===== src/usd_map.svh =====
// Behaviour
// - Toggle on set-ready, carrier or send-clear sets a change flag; status read clears.
// - Channel status shows live levels of bell, set-ready, carrier and send-clear lines.
// - Receive holding returns the last received character in bits 8 to 0.
// - Receive holding bit 15 marks the last character as data or command.
// - Transmit holding write becomes the next character after the one shifting out.
// - Transmit holding bit 15 selects data sync or command sync delimiter.
// - Async bit rate is clock over 16 or 8 and over the divisor.
// - Sync bit rate is clock over divisor with no oversampling.
// - Smart-card bit rate is serial clock pin rising edges over divisor and over the clock ratio.
// - Fraction 0 disables fractional division; 1 to 7 add eighths to divisor.
// - Idle limit 0 disables time-out; otherwise delay is limit bit periods.
// - Guard 0 disables; otherwise that many idle bit periods between characters.
// - Clock ratio 0 stops smart-card bit clock; resets to 0x174.
// - Smart-card errors counted in eight bits; reading the count clears it.
// - Eight-bit read-write infrared filter setting drives the demodulator filter.
// - Receive-ready sets on a complete character; cleared by reading receive holding.
// - Transmit-free is high when holding empty, low if pending or disabled.
`ifndef USD_MAP_SVH
`define USD_MAP_SVH
`define USD_OFS_MODE 8'h00
`define USD_OFS_CHAN 8'h04
`define USD_OFS_RXH 8'h08
`define USD_OFS_TXH 8'h0c
`define USD_OFS_BAUD 8'h10
`define USD_OFS_IDLE 8'h14
`define USD_OFS_GUARD 8'h18
`define USD_OFS_RATIO 8'h1c
`define USD_OFS_NERR 8'h20
`define USD_OFS_IRF 8'h24
`define USD_OFS_ISTS 8'h28
`define USD_OFS_IEN 8'h2c
`define USD_OFS_ICLR 8'h30
`define USD_MODE_SYNC 0
`define USD_MODE_OVER 1
`define USD_MODE_ISO 2
`define USD_MODE_TXEN 3
`define USD_CMD_BIT 15
`define USD_FP_LSB 16
`define USD_CHG_LSB 17
`define USD_IMG_LSB 20
`define USD_TO_BIT 8
`define USD_RATIO_RST 11'h174
`define USD_OS16 4'hf
`define USD_OS8 4'h7
`define USD_IRQ_RX 0
`define USD_IRQ_TX 1
`define USD_IRQ_TO 2
`define USD_IRQ_CHG 3
`define USD_IRQ_ERR 4
`endif


===== src/usd_pkg.sv =====
package usd_pkg;
  typedef struct packed {
    logic [3:0] ln1;
    logic [3:0] ln2;
    logic [3:0] lnp;
    logic sck1;
    logic sck2;
    logic sckp;
    logic [3:0] mode;
    logic [2:0] chg;
    logic [8:0] rx_chr;
    logic rx_cmd;
    logic rx_has;
    logic [8:0] tx_chr;
    logic tx_cmd;
    logic tx_pend;
    logic [15:0] cd;
    logic [2:0] fp;
    logic [15:0] div_cnt;
    logic [2:0] acc;
    logic [3:0] os_cnt;
    logic [10:0] rat_cnt;
    logic os_tick;
    logic bit_tick;
    logic [15:0] to_lim;
    logic [15:0] to_cnt;
    logic to_run;
    logic [7:0] tg;
    logic [7:0] tg_cnt;
    logic [10:0] ratio;
    logic [7:0] nerr;
    logic [7:0] irf;
    logic [4:0] ists;
    logic [4:0] ien;
    logic [31:0] rdata;
  } usd_state_t;
endpackage


===== src/usd_regs.sv =====
// The register offsets and strobed register access were decided locally.
`timescale 1ns/1ps
`include "usd_map.svh"
module usd_regs #(
  parameter int ADDR_W = 8
) (
  input wire logic clk,
  input wire logic rst,
  input wire logic [ADDR_W-1:0] addr,
  input wire logic [31:0] wdata,
  input wire logic wr,
  input wire logic rd,
  output logic [31:0] rdata,
  input wire logic bell_line,
  input wire logic set_ready_line,
  input wire logic carrier_line,
  input wire logic send_clear_line,
  input wire logic sck_pin,
  input wire logic rx_strobe,
  input wire logic [8:0] rx_char,
  input wire logic rx_is_command,
  input wire logic tx_take,
  input wire logic tx_char_done,
  input wire logic iso_error,
  output logic [8:0] tx_char,
  output logic tx_as_command,
  output logic tx_go,
  output logic tx_holding_free,
  output logic rx_has_char,
  output logic rx_timeout,
  output logic guard_active,
  output logic sample_tick,
  output logic bit_tick,
  output logic [7:0] ir_filter,
  output logic irq
);

  generate
    if (ADDR_W < 6)
    begin : g_chk
      $error("usd_regs needs ADDR_W of at least 6");
    end
  endgenerate

  usd_pkg::usd_state_t s_r;
  usd_pkg::usd_state_t s_nxt;

  // Hardware set always beats a clear in the same cycle.
  function automatic logic sticky(input logic q, input logic set,
                                  input logic clr);
    sticky = set | (q & ~clr);
  endfunction

  function automatic logic hit(input logic [ADDR_W-1:0] a,
                               input logic [7:0] ofs);
    hit = (a == ADDR_W'(ofs));
  endfunction

  logic rd_chan;
  logic rd_rxh;
  logic rd_nerr;
  logic wr_txh;
  logic [2:0] toggles;
  logic src_edge;
  logic div_end;
  logic [3:0] frac_sum;
  logic os_top_hit;
  logic [3:0] os_top;
  logic [4:0] events;
  logic to_hit;

  always_comb
  begin
    s_nxt = s_r;
    rd_chan = rd & hit(addr, `USD_OFS_CHAN);
    rd_rxh = rd & hit(addr, `USD_OFS_RXH);
    rd_nerr = rd & hit(addr, `USD_OFS_NERR);
    wr_txh = wr & hit(addr, `USD_OFS_TXH);

    // Two-stage synchronisers; only the second stage and its one-cycle-old copy are looked at.
    s_nxt.ln1 = {send_clear_line, carrier_line, set_ready_line, bell_line};
    s_nxt.ln2 = s_r.ln1;
    s_nxt.lnp = s_r.ln2;
    s_nxt.sck1 = sck_pin;
    s_nxt.sck2 = s_r.sck1;
    s_nxt.sckp = s_r.sck2;

    // Bits 1..3 of the line vector are set-ready, carrier, send-clear.
    toggles = s_r.ln2[3:1] ^ s_r.lnp[3:1];
    for (int i = 0; i < 3; i++)
    begin
      s_nxt.chg[i] = sticky(s_r.chg[i], toggles[i], rd_chan);
    end

    // Receive holding capture.
    if (rx_strobe)
    begin
      s_nxt.rx_chr = rx_char;
      s_nxt.rx_cmd = rx_is_command;
    end
    s_nxt.rx_has = sticky(s_r.rx_has, rx_strobe, rd_rxh);

    // Transmit holding; a write in the take cycle keeps the new
    // character pending so it is never lost.
    if (wr_txh)
    begin
      s_nxt.tx_chr = wdata[8:0];
      s_nxt.tx_cmd = wdata[`USD_CMD_BIT];
    end
    s_nxt.tx_pend = sticky(s_r.tx_pend, wr_txh, tx_take);

    // Configuration writes.
    if (wr)
    begin
      case (addr)
        ADDR_W'(`USD_OFS_MODE):
        begin
          s_nxt.mode = wdata[3:0];
        end
        ADDR_W'(`USD_OFS_BAUD):
        begin
          s_nxt.cd = wdata[15:0];
          s_nxt.fp = wdata[`USD_FP_LSB +: 3];
        end
        ADDR_W'(`USD_OFS_IDLE):
        begin
          s_nxt.to_lim = wdata[15:0];
        end
        ADDR_W'(`USD_OFS_GUARD):
        begin
          s_nxt.tg = wdata[7:0];
        end
        ADDR_W'(`USD_OFS_RATIO):
        begin
          s_nxt.ratio = wdata[10:0];
        end
        ADDR_W'(`USD_OFS_IRF):
        begin
          s_nxt.irf = wdata[7:0];
        end
        ADDR_W'(`USD_OFS_IEN):
        begin
          s_nxt.ien = wdata[4:0];
        end
        default:
        begin
          s_nxt.mode = s_r.mode;
        end
      endcase
    end

    // Divisor stage. In smart-card mode it counts rising edges of the
    // serial clock pin, otherwise every system clock.
    src_edge = s_r.mode[`USD_MODE_ISO] ? (s_r.sck2 & ~s_r.sckp) : 1'b1;
    div_end = src_edge && (s_r.div_cnt == 16'h0) && (s_r.cd != 16'h0);
    frac_sum = {1'b0, s_r.acc} + {1'b0, s_r.fp};
    s_nxt.os_tick = 1'b0;
    if (s_r.cd == 16'h0)
    begin
      s_nxt.div_cnt = 16'h0;
      s_nxt.acc = 3'h0;
    end
    else if (div_end)
    begin
      s_nxt.os_tick = 1'b1;
      // Each carry out of the eighths stretches one period by one counted edge: a system clock, or a serial clock rising edge in smart-card mode.
      s_nxt.acc = frac_sum[2:0];
      s_nxt.div_cnt = 16'(s_r.cd - 16'h1) + {15'h0, frac_sum[3]};
    end
    else if (src_edge)
    begin
      s_nxt.div_cnt = 16'(s_r.div_cnt - 16'h1);
    end

    // Bit stage.
    os_top = s_r.mode[`USD_MODE_OVER] ? `USD_OS8 : `USD_OS16;
    os_top_hit = s_r.os_cnt >= os_top;
    s_nxt.bit_tick = 1'b0;
    if (s_r.mode[`USD_MODE_ISO])
    begin
      s_nxt.os_cnt = 4'h0;
      if (s_r.ratio == 11'h0)
      begin
        s_nxt.rat_cnt = 11'h0;
      end
      else if (s_r.os_tick)
      begin
        if (s_r.rat_cnt >= 11'(s_r.ratio - 11'h1))
        begin
          s_nxt.rat_cnt = 11'h0;
          s_nxt.bit_tick = 1'b1;
        end
        else
        begin
          s_nxt.rat_cnt = 11'(s_r.rat_cnt + 11'h1);
        end
      end
    end
    else if (s_r.mode[`USD_MODE_SYNC])
    begin
      s_nxt.os_cnt = 4'h0;
      s_nxt.rat_cnt = 11'h0;
      s_nxt.bit_tick = s_r.os_tick;
    end
    else
    begin
      s_nxt.rat_cnt = 11'h0;
      if (s_r.os_tick)
      begin
        if (os_top_hit)
        begin
          s_nxt.os_cnt = 4'h0;
          s_nxt.bit_tick = 1'b1;
        end
        else
        begin
          s_nxt.os_cnt = 4'(s_r.os_cnt + 4'h1);
        end
      end
    end

    // Receiver time-out restarts on every character.
    to_hit = s_r.to_run && s_r.bit_tick &&
             (16'(s_r.to_cnt + 16'h1) == s_r.to_lim);
    if (rx_strobe)
    begin
      s_nxt.to_cnt = 16'h0;
      s_nxt.to_run = (s_r.to_lim != 16'h0);
    end
    else if (s_r.to_lim == 16'h0)
    begin
      s_nxt.to_run = 1'b0;
    end
    else if (to_hit)
    begin
      s_nxt.to_run = 1'b0;
      s_nxt.to_cnt = 16'h0;
    end
    else if (s_r.to_run && s_r.bit_tick)
    begin
      s_nxt.to_cnt = 16'(s_r.to_cnt + 16'h1);
    end

    // Timeguard holds the next start back for the programmed periods.
    if (tx_char_done)
    begin
      s_nxt.tg_cnt = s_r.tg;
    end
    else if (s_r.bit_tick && (s_r.tg_cnt != 8'h0))
    begin
      s_nxt.tg_cnt = 8'(s_r.tg_cnt - 8'h1);
    end

    // Error count saturates rather than wrapping to a misleading value.
    if (iso_error && s_r.mode[`USD_MODE_ISO])
    begin
      if (rd_nerr)
      begin
        s_nxt.nerr = 8'h1;
      end
      else if (s_r.nerr != 8'hff)
      begin
        s_nxt.nerr = 8'(s_r.nerr + 8'h1);
      end
    end
    else if (rd_nerr)
    begin
      s_nxt.nerr = 8'h0;
    end

    // Interrupt status: sticky, write-one-to-clear.
    events = '0;
    events[`USD_IRQ_RX] = rx_strobe;
    events[`USD_IRQ_TX] = tx_take;
    events[`USD_IRQ_TO] = to_hit;
    events[`USD_IRQ_CHG] = |toggles;
    events[`USD_IRQ_ERR] = iso_error & s_r.mode[`USD_MODE_ISO];
    for (int i = 0; i < 5; i++)
    begin
      s_nxt.ists[i] = sticky(s_r.ists[i], events[i],
                             wr && hit(addr, `USD_OFS_ICLR) && wdata[i]);
    end

    // Read data stand only in the cycle after the strobe.
    s_nxt.rdata = 32'h0;
    if (rd)
    begin
      case (addr)
        ADDR_W'(`USD_OFS_MODE):
        begin
          s_nxt.rdata[3:0] = s_r.mode;
        end
        ADDR_W'(`USD_OFS_CHAN):
        begin
          s_nxt.rdata[0] = s_r.rx_has;
          s_nxt.rdata[1] = tx_holding_free;
          s_nxt.rdata[`USD_TO_BIT] = s_r.ists[`USD_IRQ_TO];
          s_nxt.rdata[`USD_CHG_LSB +: 3] = s_r.chg;
          s_nxt.rdata[`USD_IMG_LSB +: 4] = s_r.ln2;
        end
        ADDR_W'(`USD_OFS_RXH):
        begin
          s_nxt.rdata[8:0] = s_r.rx_chr;
          s_nxt.rdata[`USD_CMD_BIT] = s_r.rx_cmd;
        end
        ADDR_W'(`USD_OFS_BAUD):
        begin
          s_nxt.rdata[15:0] = s_r.cd;
          s_nxt.rdata[`USD_FP_LSB +: 3] = s_r.fp;
        end
        ADDR_W'(`USD_OFS_IDLE):
        begin
          s_nxt.rdata[15:0] = s_r.to_lim;
        end
        ADDR_W'(`USD_OFS_GUARD):
        begin
          s_nxt.rdata[7:0] = s_r.tg;
        end
        ADDR_W'(`USD_OFS_RATIO):
        begin
          s_nxt.rdata[10:0] = s_r.ratio;
        end
        ADDR_W'(`USD_OFS_NERR):
        begin
          s_nxt.rdata[7:0] = s_r.nerr;
        end
        ADDR_W'(`USD_OFS_IRF):
        begin
          s_nxt.rdata[7:0] = s_r.irf;
        end
        ADDR_W'(`USD_OFS_ISTS):
        begin
          s_nxt.rdata[4:0] = s_r.ists;
        end
        ADDR_W'(`USD_OFS_IEN):
        begin
          s_nxt.rdata[4:0] = s_r.ien;
        end
        default:
        begin
          s_nxt.rdata = 32'h0;
        end
      endcase
    end
  end

  always_ff @(posedge clk or posedge rst)
  begin
    if (rst)
    begin
      s_r <= '0;
      s_r.ratio <= `USD_RATIO_RST;
    end
    else
    begin
      s_r <= s_nxt;
    end
  end

  assign rdata = s_r.rdata;
  assign tx_char = s_r.tx_chr;
  assign tx_as_command = s_r.tx_cmd;
  // A disabled transmitter reports no free holding slot.
  assign tx_holding_free = s_r.mode[`USD_MODE_TXEN] & ~s_r.tx_pend;
  assign guard_active = (s_r.tg_cnt != 8'h0);
  // A character finishing now starts the guard, so the next one waits too.
  assign tx_go = s_r.tx_pend & s_r.mode[`USD_MODE_TXEN] & ~guard_active &
                 ~(tx_char_done & (s_r.tg != 8'h0));
  assign rx_has_char = s_r.rx_has;
  assign rx_timeout = s_r.ists[`USD_IRQ_TO];
  assign sample_tick = s_r.os_tick;
  assign bit_tick = s_r.bit_tick;
  assign ir_filter = s_r.irf;
  assign irq = |(s_r.ists & s_r.ien);

endmodule

===== config.mk =====
export PLATFORM = sky130hd
export DESIGN_NAME = usd_regs
export DESIGN_NICKNAME = d
export VERILOG_FILES = /design/src/usd_pkg.sv /design/src/usd_regs.sv
export VERILOG_INCLUDE_DIRS = /design/src /design/src/src
export SDC_FILE = /design/constraint.sdc
export NUM_CORES = 1
export LEC_CHECK = 0
export BUFFER_PORTS_ARGS = -buffer_cell sky130_fd_sc_hd__buf_4
export CAP_MARGIN = 20
export CORE_MARGIN = 3
export CORE_UTILIZATION = 28
export CTS_BUF_LIST = sky130_fd_sc_hd__clkbuf_16
export CTS_CLUSTER_DIAMETER = 150
export CTS_CLUSTER_SIZE = 10
export DETAILED_ROUTE_END_ITERATION = 8
export GPL_TIMING_DRIVEN = 0
export PLACE_DENSITY_LB_ADDON = 0.05
export REMOVE_ABC_BUFFERS = 1
export SLEW_MARGIN = 25
export SYNTH_ARGS = -nofsm -noshare
export SYNTH_HDL_FRONTEND = slang
export SYNTH_SLANG_ARGS = --single-unit

===== constraint.sdc =====
create_clock -name clk -period 7 [get_ports clk]
set_clock_uncertainty 0.05 [all_clocks]
set_input_delay 1.05 -clock clk [delete_from_list [all_inputs] [get_ports clk]]
set_output_delay 1.05 -clock clk [all_outputs]
set_load 0.02 [all_outputs]

; ---- Word-level counts from Yosys, hierarchy flattened
; Index checks and enable logic that the tools add are counted.
[op_classes]
add_sub_neg = 10
n_lt_le_gt_ge = 2
eq_ne = 16
muxes = 46
bitwise = 45
reduce_logical = 40
[op_table]
columns = operator, count
row1 = 2-to-1 mux 16 bit, 5
row2 = logical NOT 16 bit, 3
row3 = 2-to-1 mux 8 bit, 6
row4 = "== test 8 x 6 -> 1 bit, second input constant", 5
row5 = 2-to-1 mux 11 bit, 3
row6 = "== test 8 x 5 -> 1 bit, second input constant", 4
row7 = nonzero test 16 bit, 2
row8 = "subtractor 16 x 1 -> 16 bit, second input constant", 2
row9 = 2-to-1 mux 15 bit, 2
row10 = 2-to-1 mux 24 bit, 1
row11 = case mux 2 bit (11 select lines), 1
row12 = bitwise AND 1 bit, 21
row13 = case mux 3 bit (7 select lines), 1
row14 = case mux 2 bit (10 select lines), 1
row15 = 2-to-1 mux 19 bit, 1
row16 = AND reduction 2 bit, 9
row17 = 2-to-1 mux 17 bit, 1
row18 = adder 16 x 1 -> 16 bit, 1
row19 = "adder 16 x 1 -> 16 bit, second input constant", 1
row20 = == test 16 bit, 1
row21 = "== test 8 x 4 -> 1 bit, second input constant", 2
row22 = nonzero test 8 bit, 2
row23 = 2-to-1 mux 1 bit, 13
row24 = logical AND 1 bit, 12
row25 = 31 further kinds, 59
[totals]
regBits = 217
out_inout_bits = 58
elab_cells = 192

; ---- Depth between registers and ports, before layout
; Gate-level depths: netlist (run 1).
[logic_depth]
depth_word = 7
ltp_mapped = 12
ltp_nobuf = 12

; ---- Least setup slack after synthesis (run 1)
; No wires, ideal clock.
[synth_path]
path_type = input port to flip-flop
startpoint = input addr[1]
endpoint = register s_r[161] (netlist name)
setup_ns = 0.128
arrival_time_ns = 2.701
required_ns = 6.822
slack_ns = 4.122
cell_stages = 5
path_cell_list = or4_1 > nor2_2 > nand2_2 > buf_2 > mux2_1
[synth_via]
elab_chain_cells = 2
[synth_rtl]
columns = element, line_no
row1 = from (decl), usd_regs.sv:9  ; input wire logic [ADDR_W-1:0] addr,
row2 = == test 8 x 5 -> 1 bit, usd_regs.sv:115  ; case (addr)
row3 = AND reduction 2 bit (no line), -
row4 = to (signal assigned), usd_regs.sv:356  ; s_r <= s_nxt;
row5 = to (decl), usd_regs.sv:45  ; usd_pkg::usd_state_t s_r;
; No other way between the ends.
; A chain may end at the register's enable or synchronous reset.

; ---- Worst setup path in the final report (run 1)
[layout_path]
startpoint = input addr[5]
endpoint = register s_r[114] (netlist name)
; Same word-level chain as after synthesis.

==> results by stage, run 1 <==
Outcome:
- The flow ran to the end, and the final reports show no timing, DRC or antenna violations.

Finish:
- Cells with a size suffix above 1 make up 21.93% of the layout.
- The area growth from synthesis to layout is 15.31%.
- The count of filler cells inserted in the layout is 4043.
- Summing all multi-input logic gate instances after layout gives 5374 µm².
- The area taken by flip-flops and latches is 5211 µm².
- The net count reported at finish is 1229.
- Cells fill 33.00% of the core in the end.
- The finished cells cover 12870 µm².

Global routing:
- The via count of the first global-routing pass is 8683.
- Across every metal layer, demand over resource in global routing totals 16.73%.
- The first global-routing pass estimated 54180 µm of wire.
- The overflow left after global routing is 0.
- The largest net degree at the start of global routing is 91.
- The initial antenna violation count is 0.

Placed design:
- The HPWL after detailed placement is 25180 µm.
- The total of buffers placed on input and output ports is 99.
- Routability-driven placement finished with a final weighted congestion of 0.8134.
- The post-detailed-placement cell area is 12170 µm².
- Timing analysis after detailed placement gives a worst setup slack of 2.917 ns.

Clock network:
- The number of buffers inserted for hold repair after clock tree synthesis is 0.
- The clock root buffer is clkbuf_16.
- The clock latency at the later pin of the worst-skew pair is 0.53 ns.
- The post-cts repair resize count is 0.
- The number of setup buffers added after CTS is 0.
- The TritonCTS clock tree is yes.
- The buffer levels on the longest clock path is 3.
- After clock tree synthesis, the clock-pin slew on the worst setup and hold paths is 0.06 ns.
- CTS saw 208 sinks.
- CTS built an H-tree with a depth of 1.
- TritonCTS created 24 clock buffers.

Floorplan:
- The initial standard-cell utilization of the core is 28.62%.
- The overall die width is 205.7 µm.
- For this design the top-level I/O count stands at 121.
- The placeable core area is 39010 µm².
- The floorplan has 72 rows.
- The die area is 42300 µm².
- The die boundary height is 205.7 µm.

Detailed routing:
- The first detailed-routing pass ran for 7 iterations.
- For this block, the initial DRC count from the detailed router was 470.
- The number of nets with antenna violations after routing is 0.
- The wire length after detailed routing is 35070 µm.
- Summing over every cut layer, the via total after detailed routing is 8331.
- The routed wire length per instance is 20.91 µm.
- Dividing the detail-routed via count by the number of cells gives 4.968.
- After detailed routing, the number of remaining DRC violations is 0.

Worst setup path:
- STA puts the critical path data arrival time at 3.86 ns.
- The critical path goes through buf_4 -> nor3_1 -> nand2_1 -> nor2_2 -> nand2_1 -> mux2_2.
- In this design, the stage delay of the slowest critical-path cell is 0.74 ns.
- Along the worst path, the maximum fanout reaches 16.
- The sort of element at the end of the critical path is a register.
- For the worst setup path, the data required time is 7.36 ns.
- In this run the number of cells on the critical path is 6.
- Among cell families on the critical path, the largest total delay comes from simple AND/OR/NAND/NOR gates.
- The number of buffers and inverters on the critical path is 1.
- The length in cells of the worst reg-to-reg path is 8.
- The worst-path cell with the longest stage delay is nor2_2.
- The most frequent cell on the critical path is nand2_1.
- The kind of critical path is in -> reg.
- The category of the worst setup path launch point is an input port.

STA:
- In this run the tightest slew margin relative to its limit is 38.86%.
- The count of final hold-check violations is 0.
- Setup repair after global routing left no endpoint under its margin.
- Setup violations remaining at the end of the flow were counted as 0.
- The top achievable clock speed is 0.2850 GHz.
- For the pin with the worst max-slew slack, the measured transition is 0.9137 ns.
- Setup slack on the critical path of the routed design comes to 3.491 ns.
- The number of max-slew violations in the final report came to 0.
- Subtracting the final worst setup slack from the clock period gives 3.509 ns.
- In the finished design, the share of the clock period the worst path needs comes to 50.13%.

Yosys:
- The post-synthesis cell type with the largest combined area is dfrtp_1.
- The most common cell in the netlist is dfrtp_1.
- Sorting the synthesized cells by area gives the leading types as dfrtp_1 46%, mux2_2 9.1%, nand2_1 3.8%, buf_4 3.5%, nor2_1 2.9%.
- The count of distinct cell types in the synthesized netlist is 77.
- Sorting the synthesized cells by how often they occur yields 203 x dfrtp_1, 113 x nand2_1, 90 x mux2_2.
- The most used flip-flop cell after synthesis is dfrtp_1.
- The number of instances in the synthesized netlist is 1091.
- The post-synthesis async set-or-reset flop share is 100.0%.
- The number of warnings printed during yosys synthesis is 0.
- In this run, synthesis produced a sequential element count of 208.
- A synthesized cell averages 10.23 µm².
- The number of enable flip-flop cells after synthesis is 0.
- The mapped cell area is 11160 µm².
- The sequential area share after synthesis is 46.68%.
- The share of Yosys cell area claimed by the top area cell type is 45.50%.

Run:
- Across the run, the number of max-cap violations was 0.

Pwr:
- The standby leakage power is 5.852 nW.
- The maximum vdd drop is 0.0001586 V.
- The power density over the cells is 247.3 nW/µm².

Worst hold path:
- The cell depth of the worst min-delay path is 0.
- In this run the worst hold path is classified as reg -> reg.
==> state kept, by name (all words and copies together), names as in the netlist <==
signal	cells
s_r	152
rdata	24
s_nxt	10
tx_char	9
ir_filter	8
bit_tick	1
rx_has_char	1
rx_timeout	1
sample_tick	1
tx_as_command	1
==> metrics by stage <==
| stage | cells | setup TNS, ns | hold WS (ns) | power [W] |
|---|---|---|---|---|
| 5_1_grt | 1676 | 0 | 0.3020 | 0.003393 |
| 6_report | 1677 | 0 | 0.2959 | 0.003183 |
| 3_5_place_dp | 1632 | 0 | 0.2847 | 0.002055 |
| 2_1_floorplan | 1007 | 0 | 0.2812 | 0.001814 |
| 3_3_place_gp | 1624 | -623.26 | 0.2814 | 0.002025 |
| 4_1_cts | 1676 | 0 | 0.2947 | 0.003241 |
==> cells by family (layout without fill, tap and decap cells) <==
kind of cell               after synthesis  count (layout)  share of synthesized area, %
and+or+nand+nor                        370             370                         16.26
DFF                                    208             208                         46.68
buffers and inverters                  114             174                         5.816
muxes                                   93              93                         9.358
AOI/OAI and AO/OA                      212             212                         13.49
adders and majority gates               26              26                         2.981
xor gates and xnor gates                67              67                         5.379
other                                    1               9                       0.03359
==> power by group <==
group          switching (W)  total [W]  internal, W
Sequential          0.000101    0.00139      0.00129
Combinational       0.000373   0.000631     0.000258
Clock               0.000523    0.00116     0.000637
==> area by class of cell <==
cell class              instances  share of cell area [%]
inverters                      23                  0.7289
diodes                          1                 0.01944
clock inverters                19                  0.5540
clock buffers                  25                   4.860
multi-input cells             776                   41.74
repair buffers                107                   6.580
flip-flops and latches        208                   40.48
well taps                     518                   5.035
==> cell usage in the layout, fill, tap and decap left out, types with 7 or more instances in the layout <==
master / n
a21oi_1: 35
dfrtp_1: 203
o211ai_1: 11
a22o_1: 7
nand3_1: 29
buf_4: 100
a222oi_1: 7
a21o_1: 9
nand2b_1: 10
a211oi_1: 11
xor2_1: 32
nand4_1: 15
a22oi_1: 30
and3_1: 17
o21ai_0: 43
nor4_1: 18
xnor2_1: 34
or3_1: 11
ha_1: 25
clkbuf_16: 25
nor2b_1: 16
conb_1: 8
inv_1: 40
nand2_1: 113
mux2_2: 90
nor2_1: 82
nor3_1: 20
==> path summary, 6_finish.rpt <==
check / to / slack, ns / start
worst max register to register: s_r[88] / 3.72 / s_r[86]
worst min-delay path: s_nxt[202] / 0.30 / s_nxt[203]
worst min register to register: s_nxt[202] / 0.30 / s_nxt[203]
worst max-delay path: s_r[114] / 3.49 / addr[5]
min in group asynchronous: s_r[98] / 0.46 / rst
max in group asynchronous: s_r[206] / 5.64 / rst
==> layer usage <==
metal / vias to the layer above / global-route usage [%] / routed length [µm]
met1: 4174 / 24.32 / 17430
met5: - / 0 / 0
met3: 34 / 2.326 / 1208
li1: 3991 / - / -
met2: 132 / 26.47 / 15830
met4: 0 / 3.564 / 608
(Power assumes the default switching activity.)
==> run 2: changes to the inputs <==
==> constraint.sdc (replaced) <==
create_clock -name clk -period 3.05 [get_ports clk]
set_clock_uncertainty 0.05 [all_clocks]
set_input_delay 0.4575 -clock clk [delete_from_list [all_inputs] [get_ports clk]]
set_output_delay 0.4575 -clock clk [all_outputs]
set_load 0.02 [all_outputs]
==> results by stage, run 2 (synthesis gave the netlist of run 1 again) <==
STA:
- The count of final hold-check violations is 0 (unchanged).
- The fraction of the cycle the final worst path needs is 92.80%.
- The final period demand of the worst path is 2.831 ns.
- The top achievable clock speed is 0.3533 GHz.
- The relative slew slack is 40.50% (+1.6 points).
- The slack of the critical path came to 0.2195 ns (-3.272 ns).
- The total negative setup slack came to 0 ns (unchanged).
- Setup repair after global routing could not meet its margin everywhere.
- The slew at the pin with the worst max-slew slack was 0.8893 ns (-0.02441 ns).
- The number of max-slew violations in the final report is 0 (unchanged).
- The final setup violation count is 0 (unchanged).

Floorplan:
- The number of rows created at floorplan is 72 (unchanged).
- The number of primary I/O pins is 121 (unchanged).
- The die boundary height came to 205.7 µm (unchanged).
- The initial standard-cell utilization of the core is 28.62% (unchanged).
- The placeable core area is 39010 µm² (unchanged).
- The overall die width is 205.7 µm (unchanged).
- The die area is 42300 µm² (unchanged).

Finish:
- The net count reported at finish was 1243 (+1.1%).
- The fraction of layout cells with a size suffix above 1 is 23.12% (+1.2 points).
- Counting flops per register, the top entry is s_r.
- The antenna diode instance count was 0 (-1).
- The commonest non-fill, non-tap cell in the layout is dfrtp_1.
- The flip-flop count of the largest register, all copies and words added is 152 (unchanged).
- The top cell types in the final layout, fill and taps aside, are 203 x dfrtp_1, 112 x nand2_1, 106 x buf_4.
- The synthesis-to-layout area growth is 17.14%.
- The final standard cell count with taps included and fillers excluded is 1690 (+0.78%).
- The cell area after layout is 13080 µm² (+1.6%).

Placed design:
- The HPWL after detailed placement is 25180 µm (unchanged).
- The count of placed standard cells including taps is 1632 (unchanged).
- The post-detailed-placement cell area is 12170 µm² (unchanged).
- The weighted congestion at the end of routability-driven global placement is 0.8134 (unchanged).
- The total of buffers placed on input and output ports is 99 (unchanged).
- The minimum setup slack after placement is -0.4402 ns (-3.357 ns).

Worst setup path:
- The category of the worst setup path launch point is a register.
- The data required time of the critical path came to 3.40 ns (-3.96 ns).
- The worst setup path is of the reg -> reg kind.
- The arrival time at the worst endpoint is 3.18 ns (-0.68 ns).
- The top fanout value on the critical path is 5 (-11).
- STA classifies the critical path endpoint as a register.

Detailed routing:
- The wire length after detailed routing is 35330 µm (+0.73%).
- The average via count per standard cell is 5.001 (+0.66%).
- The detailed-routing iteration count for the pre-antenna-repair pass is 7 (unchanged).
- The routed wire length per instance is 20.90 µm (about the same).
- The remaining routing DRC violations is 0 (unchanged).
- The number of violations reported at the end of detailed-routing iteration 0 is 417 (-11%).
- The number of nets with antenna violations after routing came to 0 (unchanged).
- The via count was 8451 (+1.4%).

Global routing:
- The initial antenna violation count was 0 (unchanged).
- The global-route wire length before repair was 54510 µm (+0.61%).
- The via count of the first global-routing pass is 8784 (+1.2%).
- The overflow left after global routing was 0 (unchanged).
- The total routing resource utilization after global routing is 16.81% (+0.084 points).
- The largest net degree at the start of global routing is 91 (unchanged).

Pwr:
- The internal power contribution was 0.005027 W (+130%).
- The switching power of the nets came to 0.002301 W (+130%).
- The power density over the cells was 560.3 nW/µm² (+130%).
- The sequential share of power is 43.7% (about the same).
- The proportion of power drawn by combinational gates is 20.1% (+0.3 points).
- The standby leakage power is 5.922 nW (+1.2%).
- The maximum vdd drop was 0.0003617 V (+130%).
- The switching part of the total power was 31.40% (+0.051 points).
- The clock network fraction of total power was 36.2% (-0.2 points).
- The power after layout is 0.007328 W (+130%).

Clock network:
- In this run the clock root is driven by a clkbuf_16.
- The total number of H-tree levels was 1 (unchanged).
- The buffer levels on the longest clock path came to 3 (unchanged).
- The clock latency at the later pin of the worst-skew pair came to 0.53 ns (about the same).
- The sink count of the clock tree is 208 (unchanged).
- The clock-pin slew reported for the worst setup and hold paths after clock tree synthesis is 0.06 ns (about the same).
- The TritonCTS clock tree is yes.
- The number of clock buffers inserted by TritonCTS came to 24 (unchanged).

Outcome:
- The flow ran to the end, and the final reports show no timing, DRC or antenna violations.

Run:
- The max-capacitance violation count is 0 (unchanged).

Worst hold path:
- The tightest min-delay check is of the in -> reg type.
[run 2: cell count changes in the layout (fill, tap and decap cells not counted), moves of 2 or more]
cell and delta:
nor4_2 +3, o221ai_4 +2, dlygate4sd3_1 +6, nor4_1 -3, buf_4 +6
[run 2: repair_timing]
item                       in CTS  in global routing
gates cloned                    0                  1
setup endpoints to repair      25                 40
hold endpoints to repair       48                  0
setup buffers                   7                  0
pin swaps                       3                  1
gates resized for setup         3                  8
hold buffers                    6                  0
[run 2: path summary, 6_finish.rpt]
kind                       startpoint  slack, ns          to  depth (start not counted)
min                           tx_take       0.08    s_r[173]                          2
max in group asynchronous         rst       1.73    s_r[206]                          4
min reg2reg                s_nxt[203]       0.30  s_nxt[202]                          0
min in group asynchronous         rst       0.43     s_r[98]                          3
max reg2reg                   s_r[58]       0.22    s_r[130]                         12
max                           s_r[58]       0.22    s_r[130]                         12
[run 2: power groups by stage]
stage / Combinational [W] / Sequential [W] / Clock, W
2_1_floorplan: 0.000986 / 0.00318 / 0
3_3_place_gp: 0.00140 / 0.00325 / 0
3_5_place_dp: 0.00147 / 0.00324 / 0
4_1_cts: 0.00149 / 0.00320 / 0.00277
5_1_grt: 0.00169 / 0.00323 / 0.00289
6_report: 0.00147 / 0.00320 / 0.00266
[run 2: worst max-delay path: stages, from the launching register on]
cell      delay [ns]
dfrtp_1         0.41
inv_1           0.12
ha_1            0.21
nand3_1         0.11
or3_1           0.37
nor3_2          0.21
xnor2_1         0.11
ha_1            0.32
nand3_1         0.08
a21oi_1         0.18
nand2_1         0.18
o221ai_4        0.28
nor2_1          0.08
[run 2: through the flow]
stage               hold WS (ns)  util (%)
global placement          0.2814     30.81
finish                   0.07734     33.53
global route             0.06202     33.53
floorplan                 0.2812         -
detailed placement        0.2847     31.20
CTS                      0.04673     33.37
[run 2: per-layer routing]
layer / track usage, % / part of all wire [%]
met1: 24.36 / 49
met2: 26.72 / 45
met3: 2.326 / 4.1
met4: 3.564 / 1.7
met5: 0 / 0
[run 2: final cells by class]
type,count,area (µm²)
sequential,208,5211
multi-input combinational,777,5455
clock buffer,25,625.6
tap,518,648.1
timing repair buffer,120,972.2
fill,4035,25930
clock inverter,19,71.32
inverter,23,93.84
